$ cat src/hdl/seq_ctrl_pkg.sv
// Constants and types shared by the sequence, timing and buffer control block
package seq_ctrl_pkg;
    // ---------------------------------------------------------------
    // Register offsets
    // ---------------------------------------------------------------
    localparam logic [7:0] OFS_SEQUENCE_STATE     = 8'h04;
    localparam logic [7:0] OFS_OSCILLATOR_SELECT  = 8'h18;
    localparam logic [7:0] OFS_CONV_CLOCK_COUNT   = 8'h19;
    localparam logic [7:0] OFS_BEGIN_SCAN         = 8'h1e;
    localparam logic [7:0] OFS_SEQUENCE_ABORT     = 8'h1f;
    localparam logic [7:0] OFS_OUTPUT_WORD_FORMAT = 8'h28;
    localparam logic [7:0] OFS_BUFFER_FILL_MODE   = 8'h2c;

    // ---------------------------------------------------------------
    // Reset values and field positions
    // ---------------------------------------------------------------
    localparam logic [7:0] RST_OSCILLATOR_SELECT  = 8'h00;
    localparam logic [7:0] RST_CONV_CLOCK_COUNT   = 8'h00;
    localparam logic [1:0] RST_OUTPUT_WORD_FORMAT = 2'h0;
    localparam logic [2:0] RST_BUFFER_FILL_MODE   = 3'h1;
    localparam logic [1:0] RST_SCAN_STATE         = 2'h0;
    localparam int         POS_ABORT_SCAN_BIT     = 0;
    localparam int         POS_BEGIN_SCAN_BIT     = 0;
    localparam int         POS_OSC_CHOICE_BIT     = 0;
    localparam int         POS_SCAN_STATE_LSB     = 1;

    // ---------------------------------------------------------------
    // Field encodings and timing floors
    // ---------------------------------------------------------------
    localparam logic       OSC_HIGH_SPEED         = 1'b0;
    localparam logic       OSC_LOW_POWER          = 1'b1;
    localparam logic [7:0] MIN_COUNT_HIGH_SPEED   = 8'h15;
    localparam logic [7:0] MIN_COUNT_LOW_POWER    = 8'h12;
    localparam logic [1:0] SCAN_OFF_OK            = 2'h0;
    localparam logic [1:0] SCAN_ON_OK             = 2'h1;
    localparam logic [1:0] SCAN_ON_ERROR          = 2'h3;
    localparam logic [2:0] FILL_STOP_BURST        = 3'h0;
    localparam logic [2:0] FILL_START_BURST       = 3'h1;
    localparam logic [2:0] FILL_PRE_ALERT         = 3'h4;
    localparam logic [2:0] FILL_POST_ALERT        = 3'h6;
    localparam logic [1:0] FMT_ZERO_PAD           = 2'h0;
    localparam logic [1:0] FMT_CHANNEL_TAG        = 2'h1;
    localparam logic [1:0] FMT_TAG_AND_VALID      = 2'h2;
    localparam logic [1:0] FMT_ZERO_PAD_ALT       = 2'h3;

    // ---------------------------------------------------------------
    // Carriers
    // ---------------------------------------------------------------
    typedef struct packed {
        logic       write;
        logic       read;
        logic [7:0] addr;
        logic [7:0] wrData;
    } reg_req_t;

    typedef struct packed {
        logic [11:0] result;
        logic        channel;
        logic        valid;
    } conv_sample_t;
endpackage

$ cat src/hdl/sequence_timing_buffer_ctrl.sv
// Sequence, conversion timing and data buffer control registers
`timescale 1ns/100ps

module sequence_timing_buffer_ctrl
    import seq_ctrl_pkg::*;
(
    input  wire logic         clk,
    input  wire logic         sys_rst,
    input  wire logic         clkEn,
    input  wire reg_req_t     regReq,
    output logic [7:0]        regRdData,
    input  wire logic         genCallRst,
    input  wire logic         autoSeqEnabled,
    input  wire logic         deviceError,
    input  wire logic         hsOscPin,
    input  wire logic         lpOscPin,
    input  wire conv_sample_t sample,
    output logic              busy,
    output logic              oscChoice,
    output logic [7:0]        cycleClockCount,
    output logic [2:0]        bufferFillMode,
    output logic [15:0]       bufWord,
    output logic              bufWordStrobe
);
    // ---------------------------------------------------------------
    // Helpers
    // ---------------------------------------------------------------
    function automatic logic [7:0] clampCount(input logic [7:0] raw, input logic osc);
        logic [7:0] floorVal;
        floorVal = (osc == OSC_LOW_POWER) ? MIN_COUNT_LOW_POWER : MIN_COUNT_HIGH_SPEED;
        clampCount = (raw <= floorVal) ? floorVal : raw;
    endfunction

    function automatic logic [15:0] packWord(input conv_sample_t s, input logic [1:0] fmt);
        packWord = {s.result, 4'h0};
        if (fmt == FMT_CHANNEL_TAG) begin
            // Tag sits in bits 3-1 as 00 then channel, bit 0 stays zero
            packWord = {s.result, 2'h0, s.channel, 1'b0};
        end else if (fmt == FMT_TAG_AND_VALID) begin
            packWord = {s.result, 2'h0, s.channel, s.valid};
        end
    endfunction

    // ---------------------------------------------------------------
    // Register write decode
    // ---------------------------------------------------------------
    logic       wrStrobe;
    logic       beginScan;
    logic       abortScan;
    logic       resetAll;
    logic [7:0] rawCount;
    logic [1:0] outputFormat;
    logic [1:0] scanState;

    assign wrStrobe  = clkEn & regReq.write;
    assign resetAll  = sys_rst | genCallRst;
    assign beginScan = wrStrobe && regReq.addr == OFS_BEGIN_SCAN && regReq.wrData[POS_BEGIN_SCAN_BIT];
    // Abort is never stored, it acts only in the cycle of the write
    assign abortScan = wrStrobe && regReq.addr == OFS_SEQUENCE_ABORT
                       && regReq.wrData[POS_ABORT_SCAN_BIT];

    always_ff @(posedge clk) begin
        if (resetAll) begin
            oscChoice      <= RST_OSCILLATOR_SELECT[POS_OSC_CHOICE_BIT];
            rawCount       <= RST_CONV_CLOCK_COUNT;
            outputFormat   <= RST_OUTPUT_WORD_FORMAT;
            bufferFillMode <= RST_BUFFER_FILL_MODE;
        end else if (wrStrobe) begin
            if (regReq.addr == OFS_OSCILLATOR_SELECT) begin
                oscChoice <= regReq.wrData[POS_OSC_CHOICE_BIT];
            end else if (regReq.addr == OFS_CONV_CLOCK_COUNT) begin
                rawCount <= regReq.wrData;
            end else if (regReq.addr == OFS_OUTPUT_WORD_FORMAT) begin
                outputFormat <= regReq.wrData[1:0];
            end else if (regReq.addr == OFS_BUFFER_FILL_MODE) begin
                bufferFillMode <= regReq.wrData[2:0];
            end
        end
    end

    // Floor follows the oscillator in use, so changing oscillator re-clamps
    assign cycleClockCount = clampCount(rawCount, oscChoice);

    // ---------------------------------------------------------------
    // Oscillator pin synchronisers
    // ---------------------------------------------------------------
    logic [1:0] hsSync;
    logic [1:0] lpSync;
    logic       selLevel;
    logic       selLevelQ;
    logic       oscTick;

    always_ff @(posedge clk) begin
        if (sys_rst) begin
            hsSync    <= 2'h0;
            lpSync    <= 2'h0;
            selLevelQ <= 1'b0;
        end else if (clkEn) begin
            hsSync    <= {hsSync[0], hsOscPin};
            lpSync    <= {lpSync[0], lpOscPin};
            selLevelQ <= selLevel;
        end
    end

    assign selLevel = (oscChoice == OSC_LOW_POWER) ? lpSync[1] : hsSync[1];
    assign oscTick  = selLevel & ~selLevelQ;

    // ---------------------------------------------------------------
    // Conversion cycle timer
    // ---------------------------------------------------------------
    logic [7:0] tickCount;
    logic       cycleDone;

    assign cycleDone = busy && oscTick && (tickCount + 8'h01 >= cycleClockCount);

    always_ff @(posedge clk) begin
        if (resetAll) begin
            busy      <= 1'b0;
            tickCount <= 8'h00;
        end else if (clkEn) begin
            if (abortScan) begin
                busy      <= 1'b0;
                tickCount <= 8'h00;
            end else if (beginScan) begin
                busy      <= 1'b1;
                tickCount <= 8'h00;
            end else if (cycleDone) begin
                tickCount <= 8'h00;
            end else if (busy && oscTick) begin
                tickCount <= tickCount + 8'h01;
            end
        end
    end

    always_ff @(posedge clk) begin
        if (resetAll) begin
            bufWord       <= 16'h0000;
            bufWordStrobe <= 1'b0;
        end else if (clkEn) begin
            bufWordStrobe <= cycleDone && !abortScan;
            if (cycleDone && !abortScan) begin
                bufWord <= packWord(sample, outputFormat);
            end
        end
    end

    // ---------------------------------------------------------------
    // Sequence status
    // ---------------------------------------------------------------
    always_ff @(posedge clk) begin
        if (resetAll) begin
            scanState <= RST_SCAN_STATE;
        end else if (clkEn) begin
            if (beginScan) begin
                scanState <= RST_SCAN_STATE;
            end else if (busy && autoSeqEnabled) begin
                scanState <= deviceError ? SCAN_ON_ERROR : SCAN_ON_OK;
            end else begin
                scanState <= SCAN_OFF_OK;
            end
        end
    end

    // ---------------------------------------------------------------
    // Read data
    // ---------------------------------------------------------------
    always_ff @(posedge clk) begin
        if (sys_rst) begin
            regRdData <= 8'h00;
        end else if (clkEn && regReq.read) begin
            if (regReq.addr == OFS_SEQUENCE_STATE) begin
                regRdData <= {5'h00, scanState, 1'b0};
            end else if (regReq.addr == OFS_OSCILLATOR_SELECT) begin
                regRdData <= {7'h00, oscChoice};
            end else if (regReq.addr == OFS_CONV_CLOCK_COUNT) begin
                regRdData <= rawCount;
            end else if (regReq.addr == OFS_OUTPUT_WORD_FORMAT) begin
                regRdData <= {6'h00, outputFormat};
            end else if (regReq.addr == OFS_BUFFER_FILL_MODE) begin
                regRdData <= {5'h00, bufferFillMode};
            end else begin
                regRdData <= 8'h00;
            end
        end
    end
endmodule // sequence_timing_buffer_ctrl

$ cat config.mk
export PLATFORM = sky130hd
export DESIGN_NAME = sequence_timing_buffer_ctrl
export DESIGN_NICKNAME = d
export VERILOG_FILES = /design/src/hdl/seq_ctrl_pkg.sv /design/src/hdl/sequence_timing_buffer_ctrl.sv
export SDC_FILE = /design/constraint.sdc
export NUM_CORES = 1
export LEC_CHECK = 0
export BUFFER_PORTS_ARGS = -buffer_cell sky130_fd_sc_hd__buf_4
export CAP_MARGIN = 20
export CELL_PAD_IN_SITES_DETAIL_PLACEMENT = 1
export CELL_PAD_IN_SITES_GLOBAL_PLACEMENT = 2
export CORE_ASPECT_RATIO = 1.5
export CORE_MARGIN = 4
export CORE_UTILIZATION = 32
export CTS_CLUSTER_DIAMETER = 30
export DETAILED_ROUTE_END_ITERATION = 10
export PLACE_DENSITY_LB_ADDON = 0.25
export SLEW_MARGIN = 25
export SYNTH_ARGS = -nofsm -noshare
export SYNTH_HDL_FRONTEND = slang
export SYNTH_SLANG_ARGS = --single-unit
$ cat constraint.sdc
create_clock -name clk -period 4.9 [get_ports clk]
set_input_delay 0.98 -clock clk [delete_from_list [all_inputs] [get_ports clk]]
set_output_delay 0.98 -clock clk [all_outputs]
set_load 0.01 [all_outputs]
* Word level (Yosys, flattened, before mapping)
Index checks and enable logic that the tools add are counted.
Storage, ports and cells: bits in registers 55, input port bits 40, output and inout port bits 38, logic and storage cells 70
Operators by class: add/sub/neg operators 1, order comparisons 2, equality and inequality tests 9, muxes and demuxes 19, bitwise logic cells 7, reductions and logical operators 19
Operator list (number):
- 8-bit 2-to-1 mux | 8
- 8-bit by 5-bit equality test with 1-bit output, second input constant | 4
- 8-bit by 6-bit equality test with 1-bit output, second input constant | 2
- 2-bit 2-to-1 mux | 5
- 1-bit logical AND | 9
- 3-bit 2-to-1 mux | 3
- 8-bit by 1-bit adder with 8-bit output, second input constant | 1
- 8-bit by 3-bit equality test with 1-bit output, second input constant | 1
- 8-bit >= comparator | 1
- 8-bit by 5-bit <= comparator with 1-bit output | 1
- 2-bit AND reduction | 4
- 5-bit AND reduction | 1
- 1-bit inverter | 4
- 4-bit AND reduction | 1
- 4-bit nonzero test | 1
- 1-bit 2-to-1 mux | 3
- 3-bit AND reduction | 1
- 1-bit bitwise AND | 2
- 2-bit by 1-bit equality test with 1-bit output, second input constant | 1
- 2-bit equality test, second input constant | 1
- 2-bit nonzero test | 1
- 1-bit logical NOT | 1
- 1-bit OR | 1

* Logic depth before layout (Yosys ltp)
Gate-level depths: netlist of run 1.
depth in word-level cells 8, depth in mapped cells 15, gate-level depth less buffers 13

* Worst setup path before layout of run 1
No wires, ideal clock.
path type register to register, start register oscChoice, end register bufWord[0], data arrival time 3307 ps, required time 4830 ps, setup slack 1523 ps, cell stages (with the launch flop) 15, path through dfxtp_1 -> buf_6 -> inv_1 -> ha_1 -> nor2b_1 -> o21a_1 -> o21ai_0 -> a31oi_1 -> mux2i_1 -> ha_1 -> nand2b_1 -> a21oi_1 -> o32a_1 -> or4_1 -> a21oi_1
On the way: longest elaborated chain between the ends 7, elaborated cells on any way between the ends 10, classes of those cells order compare: 2; mux: 3; bitwise: 1; reduce/logical: 4
Ends and longest elaborated chain:
- from (decl) | RTL line sequence_timing_buffer_ctrl.sv:19 | output logic oscChoice,
- from (signal assigned) | RTL line sequence_timing_buffer_ctrl.sv:64 | oscChoice <= RST_OSCILLATOR_SELECT[POS_OSC_CHOICE_BIT];
- from (signal assigned) | RTL line sequence_timing_buffer_ctrl.sv:70 | oscChoice <= regReq.wrData[POS_OSC_CHOICE_BIT];
- 3-bit 2-to-1 mux * | RTL line sequence_timing_buffer_ctrl.sv:30 | floorVal = (osc == OSC_LOW_POWER) ? MIN_COUNT_LOW_POWER : MIN_COUNT_HIGH_SPEED;
- 8-bit by 5-bit <= comparator with 1-bit output | RTL line sequence_timing_buffer_ctrl.sv:31 | clampCount = (raw <= floorVal) ? floorVal : raw;
- 8-bit 2-to-1 mux * | RTL line sequence_timing_buffer_ctrl.sv:31
- named net cycleClockCount[0] | RTL line sequence_timing_buffer_ctrl.sv:20 | output logic [7:0] cycleClockCount,
- 8-bit >= comparator * | RTL line sequence_timing_buffer_ctrl.sv:114 | assign cycleDone = busy && oscTick && (tickCount + 8'h01 >= cycleClockCount);
- 1-bit logical AND * | RTL line sequence_timing_buffer_ctrl.sv:114
- 1-bit logical AND * | RTL line sequence_timing_buffer_ctrl.sv:141 | if (cycleDone && !abortScan) begin
- 2-bit AND reduction (no line) *
- to (signal assigned) | RTL line sequence_timing_buffer_ctrl.sv:142 | bufWord <= packWord(sample, outputFormat);
- to (decl) | RTL line sequence_timing_buffer_ctrl.sv:22 | output logic [15:0] bufWord,
Mark *: on every way through the listed nets, which the timed path passes. The rest lies on a longest branch. A chain may end at the register's enable or synchronous reset.

* Worst setup path after layout of run 1
start register oscChoice, end register bufWord[8]
On the way: longest elaborated chain between the ends 7, elaborated cells on any way between the ends 10, classes of those cells order compare: 2; mux: 3; bitwise: 1; reduce/logical: 4
Ends and longest elaborated chain (RTL line):
- 3-bit 2-to-1 mux | sequence_timing_buffer_ctrl.sv:30
- 8-bit by 5-bit <= comparator with 1-bit output | sequence_timing_buffer_ctrl.sv:31
- 8-bit 2-to-1 mux | sequence_timing_buffer_ctrl.sv:31
- 8-bit >= comparator | sequence_timing_buffer_ctrl.sv:114
- 1-bit logical AND * | sequence_timing_buffer_ctrl.sv:114
- 1-bit logical AND * | sequence_timing_buffer_ctrl.sv:141
- 2-bit AND reduction (no line) *
Every way passes the cells marked *; elsewhere a longest branch is shown, timed or not.

==> results of run 1 <==
==> layout make-up <==
cell class / count / area (um^2)
fill: 1006 / 4650
multi-input combinational: 230 / 1490
sequential: 53 / 1060
timing repair buffer: 76 / 571
clock buffer: 6 / 139
tap: 105 / 131
inverter: 12 / 45.0
clock inverter: 2 / 17.5
==> power groups by stage <==
stage	sequential (uW)	combinational (uW)	clock [uW]
6_report	435	56.1	370
5_1_grt	435	62.6	401
3_5_place_dp	445	56.9	0
3_3_place_gp	445	56.4	0
4_1_cts	435	57.1	386
2_1_floorplan	445	23.5	0
==> sequential cells by signal, summed over array words and instances, names as in the netlist, 2 cells and up <==
signal	flops
bufWord	14
bufferFillMode	3
hsSync	2
lpSync	2
outputFormat	2
rawCount	8
regRdData	8
scanState	2
tickCount	8
==> cells in the final DEF (no fill, tap or decap), drive strengths merged, types with 6 or more instances in the layout <==
cell	instances
mux2i	23
nor2	41
o21ai	20
dfxtp	53
clkbuf	6
inv	13
nand3	20
a21oi	25
a32oi	6
nand2	13
ha	12
buf	76
==> cell usage after synthesis (all sizes together), types with 3 or more instances <==
master,instances
clkbuf,13
ha,12
nand4,5
a21oi,25
a32oi,6
nor2,41
o21ai,20
nand2b,3
buf,8
dfxtp,53
and3,3
nand2,13
a211oi,3
nand3,20
mux2i,23
and2,5
and4,3
a22oi,5
nor3,5
inv,12
nor2b,4
xor2,4
==> cells by family after synthesis <==
kind of cell | after synthesis | synth area share
other | 1 | 0.00140
xor gates and xnor gates | 6 | 0.0196
AOI/OAI and AO/OA | 73 | 0.167
and+or+nand+nor | 113 | 0.216
adders and majority gates | 12 | 0.0561
buffers and inverters | 33 | 0.0538
muxes | 24 | 0.0902
DFF | 53 | 0.396
==> metrics by stage <==
step                      instance area [um^2]  hold slack, ns
after floorplan                           2680           0.446
after global placement                    3290           0.459
after detailed placement                  3290           0.468
after CTS                                 3450           0.479
after global routing                      3460           0.511
final                                     3460           0.474
==> path summary, 6_finish.rpt <==
path                                to  slack (ns)  cells after the start
max            bufWord[8]$_SDFFE_PP0P_        0.53                     13
min          scanState[0]$_SDFFE_PP0P_        0.47                      2
max reg2reg    bufWord[8]$_SDFFE_PP0P_        0.53                     13
min reg2reg  scanState[0]$_SDFFE_PP0P_        0.47                      2
==> per-layer routing <==
layer	track usage	up-vias	share of wire
met2	0.315	61	0.55
met5	0	-	0
li1	-	1250	-
met4	0.0685	0	0.027
met1	0.179	1206	0.37
met3	0.0383	14	0.057
==> worst reg2reg max path, cell delays in order, from the launching register on <==
cell     delay [ns]
dfxtp_1        0.50
inv_1          0.14
ha_1           0.31
nor2b_1        0.14
o21a_1         0.12
o21ai_0        0.08
a31oi_1        0.56
mux2i_1        0.19
ha_1           0.24
or4_1          0.53
a21oi_1        0.34
o32a_1         0.75
o21ai_0        0.20
a21oi_1        0.19
==> impl_metrics.tcl, run 1 <==
set metrics [dict create \
    worst_pin_slew_ns 0.793 \
    status "completed" \
    final_antenna_net_count 0 \
    rsz0062_at_grt "false" \
    cts_resized 0 \
    worstPathRequired_ns 5.11 \
    ys_warn_count 0 \
    finalWorstSetupSlack_ns 0.528 \
    grt_max_degree 37 \
    cts-root-buf "clkbuf_16" \
    viasPerCell 5.23 \
    synth-edff-count 0 \
    grt_pass1_wl_mm 13.1 \
    dp_hpwl_mm 6.24 \
    syn_inst 315 \
    num_vias 2531 \
    ios 78 \
    synth.avg_cell_area_um2 8.50 \
    clkPwrFrac 0.430 \
    cts_tree "done" \
    p_comb_frac 0.065 \
    hold_path_class "reg -> reg" \
    drt-pass1-iter-count 4 \
    numCtsBuffers 5 \
    crit_chain "inv_1, ha_1, nor2b_1, o21a_1, o21ai_0, a31oi_1, mux2i_1, ha_1, or4_1, a21oi_1, o32a_1, o21ai_0, a21oi_1" \
    period_needed_ns 4.37 \
    synth_area_um2 2680 \
    p_sw_frac 0.225 \
    ys_types 52 \
    crit_slowest_cell "o32a_1" \
    finalSetupViolations 0 \
    overflow 0 \
    grt.total_usage 0.171 \
    synth_top_cell_by_area "dfxtp_1" \
    clk_latency_ns 0.29 \
    cp_max_fo 23 \
    drv_slew 0 \
    peakVddDrop_mv 0.201 \
    ys.flop_type "dfxtp_1" \
    holdBufCountCts 0 \
    hold_viol_final 0 \
    power.leakage_uw 0.00142 \
    drt_iter0_drc 40 \
    synth.area.top_cells "dfxtp_1, mux2i_1, nor2_1" \
    post-synth-top-area-fraction 0.396 \
    p_per_area_nw_per_um2 249 \
    path_delay_family "compound AO/OA/AOI/OAI gates" \
    ys_seq_area_frac 0.396 \
    cap_violations 0 \
    ys_ff_latch 53 \
    drc 0 \
    gp_congestion 0.788 \
    postCtsSetupBuffers 0 \
    fin_setup_tns_ns 0 \
    area_growth_pct 29.2 \
    timing.fmax_mhz 229 \
    criticalPathCategory "reg -> reg" \
    cts_max_path_buffers 2 \
    fin_cells 484 \
    antenna_cells 0 \
    arrival_ns 4.59 \
    design.core.area_um2 8110 \
    hp-start "scanState[0]$_SDFFE_PP0P_" \
    post-place-ws_ns 0.672 \
    setup.worst_path.start "oscChoice$_SDFFE_PP0P_" \
    finClkSkew_ns 0.00614 \
    clk_pin_slew_ns 0.07 \
    htree_levels 2 \
    post-route-period-util 0.892 \
    die_width_um 82.7 \
    slew-limit-headroom 0.470 \
    critPathLaunchType "register" \
    reg2reg_from "oscChoice$_SDFFE_PP0P_" \
    rows 40 \
    crit_buf_inv 1 \
    power_uw 861 \
    cts_sinks 53 \
    utilization 0.427 \
    worstSetupEndpointType "register" \
    port_buffers 75 \
    finalNetCount 430 \
    wirelength_mm 8.01 \
    dieArea_um2 9920 \
    initial_core_util 0.330 \
    die_y_um 120 \
    antenna_found_initial 0 \
    place_inst 476 \
    power.internal_uw 668 \
    p_seq_frac 0.505 \
    p_sw_uw 193 \
    grt_pass1_vias 2721 \
    wire_per_inst_um 16.5 \
    slowest_delay_ns 0.75 \
    layout-drive-gt1-share 0.243 \
    async_flop_share 0 \
]
Power figures use the tool's default switching activity.
==> run 2: changes to the inputs <==
CORE_ASPECT_RATIO = 1.25   (was 1.5)
==> run 2 against run 1 <==
  * Utilization shrank 0.94 points
  * Non-clock buffer count unchanged
  * Die area fell by 0.22%
  * Count of clock-buffer cells in the layout is 1 lower
  * Wire length down 3.4%
  * Register-to-register slack gained 0.18 ns
==> impl_metrics.tcl, run 2 (same netlist as run 1, synthesis figures left out) <==
set metrics [dict create \
    reg2reg_from "oscChoice$_SDFFE_PP0P_" \
    layout-drive-gt1-share 0.245 \
    p_comb_frac 0.067 \
    criticalPathCategory "reg -> reg" \
    postCtsSetupBuffers 0 \
    clk_pin_slew_ns 0.10 \
    drt-pass1-iter-count 4 \
    grt_max_degree 37 \
    fin_area_um2 3420 \
    slew-limit-headroom 0.449 \
    period_needed_ns 4.19 \
    layout.cells.most_common_list "buf_4, dfxtp_1, nor2_1" \
    placed_area_um2 3280 \
    grt_pass1_wl_mm 13.0 \
    power.leakage_uw 0.00141 \
    power.internal_uw 664 \
    largest_reg_flops 14 \
    setup.worst_path.start "oscChoice$_SDFFE_PP0P_" \
    antenna_found_initial 0 \
    grt.total_usage 0.162 \
    final_antenna_net_count 0 \
    wirelength_mm 7.73 \
    finClkSkew_ns 0.00583 \
    top_layer "met4" \
    worstSetupEndpointType "register" \
    holdBufCountCts 0 \
    p_sw_uw 181 \
    r2r_setup_slack_ns 0.71 \
    rsz0062_at_grt "false" \
    area_growth_pct 27.7 \
    dp_hpwl_mm 5.82 \
    finalSetupViolations 0 \
    cts_tree "done" \
    drt_iter0_drc 62 \
    met1_length_mm 3.51 \
    hold_path_class "reg -> reg" \
    clk_latency_ns 0.31 \
    dieArea_um2 9900 \
    multi_input_comb_area_um2 1490 \
    worstPathRequired_ns 5.14 \
    critPathLaunchType "register" \
    finalNetCount 430 \
    cts-root-buf "clkbuf_8" \
    cp_max_fo 23 \
    fin_cells 476 \
    p_per_area_nw_per_um2 247 \
    cts_resized 0 \
    clkPwrFrac 0.419 \
    cts_max_path_buffers 2 \
    num-fill-cells 1002 \
    viasPerCell 5.28 \
    status "completed" \
    regMostFlops "bufWord" \
    reg2reg_depth 13 \
    port_buffers 75 \
    wl_met2_mm 3.82 \
    drc 0 \
    rows 37 \
    timing.fmax_mhz 239 \
    wl_met3_um 337 \
    arrival_ns 4.42 \
    finalWorstSetupSlack_ns 0.713 \
    die_width_um 89.8 \
    cts_sinks 53 \
    peakVddDrop_mv 0.118 \
    hold_viol_final 0 \
    utilization 0.417 \
    regArea_um2 1060 \
    rr_endpoint "bufWord[10]$_SDFFE_PP0P_" \
    post-place-ws_ns 0.711 \
    hold_depth 2 \
    final_common_cell "buf_4" \
    ios 78 \
    drv_slew 0 \
    antenna_cells 0 \
    overflow 0 \
    post-route-period-util 0.855 \
    p_sw_frac 0.214 \
    p_seq_frac 0.515 \
    wire_per_inst_um 16.2 \
    cp-endpoint "bufWord[10]$_SDFFE_PP0P_" \
    die_y_um 110 \
    worst_pin_slew_ns 0.825 \
    cap_violations 0 \
    gp_congestion 0.819 \
    grt_pass1_vias 2683 \
    fin_setup_tns_ns 0 \
    initial_core_util 0.327 \
    htree_levels 2 \
    num_vias 2514 \
    numCtsBuffers 5 \
    design.core.area_um2 8190 \
    place_inst 468 \
]
run 2: cell types whose count changed in the layout (fill, tap and decap cells not counted), sizes merged:
cell    change
bufinv      +2
clkbuf      -1
inv         -1
run 2: worst min-delay path by stage:
stage                                          from                   endpoint  slack, ns
final                     scanState[0]$_SDFFE_PP0P_  scanState[0]$_SDFFE_PP0P_       0.48
after global routing      scanState[0]$_SDFFE_PP0P_  scanState[0]$_SDFFE_PP0P_       0.50
after CTS                 scanState[0]$_SDFFE_PP0P_  scanState[0]$_SDFFE_PP0P_       0.48
after detailed placement  scanState[0]$_SDFFE_PP0P_  scanState[0]$_SDFFE_PP0P_       0.47
after global placement    scanState[0]$_SDFFE_PP0P_  scanState[0]$_SDFFE_PP0P_       0.46
after floorplan           scanState[0]$_SDFFE_PP0P_  scanState[0]$_SDFFE_PP0P_       0.45
run 2: worst max-delay path: stages, from the launching register on:
cell,delay [ns]
dfxtp_1,0.55
inv_1,0.14
ha_1,0.32
nor2b_1,0.14
o21a_1,0.11
o21ai_0,0.07
a31oi_1,0.50
mux2i_1,0.17
ha_1,0.24
or4_1,0.51
a21oi_1,0.22
o32a_1,0.74
o21ai_0,0.22
a21oi_1,0.17
run 2: final cells by class:
type / instances / share of cell area
inverters: 12 / 0.0132
well taps: 97 / 0.0355
flip-flops and latches: 53 / 0.310
repair buffers: 76 / 0.167
clock inverters: 3 / 0.0190
multi-input cells: 230 / 0.435
clock buffers: 5 / 0.0201
run 2: power by group through the flow:
stage,Clock (uW),Combinational (uW),Sequential [uW]
3_3_place_gp,0,56.6,445
3_5_place_dp,0,57.0,445
5_1_grt,380,62.7,436
6_report,354,56.5,435
2_1_floorplan,0,23.5,445
4_1_cts,363,57.2,435
run 2: metrics by stage:
step | hold slack [ns] | power (uW)
after floorplan | 0.446 | 469
after CTS | 0.483 | 855
final | 0.478 | 845
after global routing | 0.505 | 878
after detailed placement | 0.469 | 502
after global placement | 0.460 | 502
run 2: metal layers:
metal	up-vias	GRT usage
li1	1246	-
met1	1214	0.194
met2	49	0.297
met3	5	0.0346
met4	0	0.0449
met5	-	0
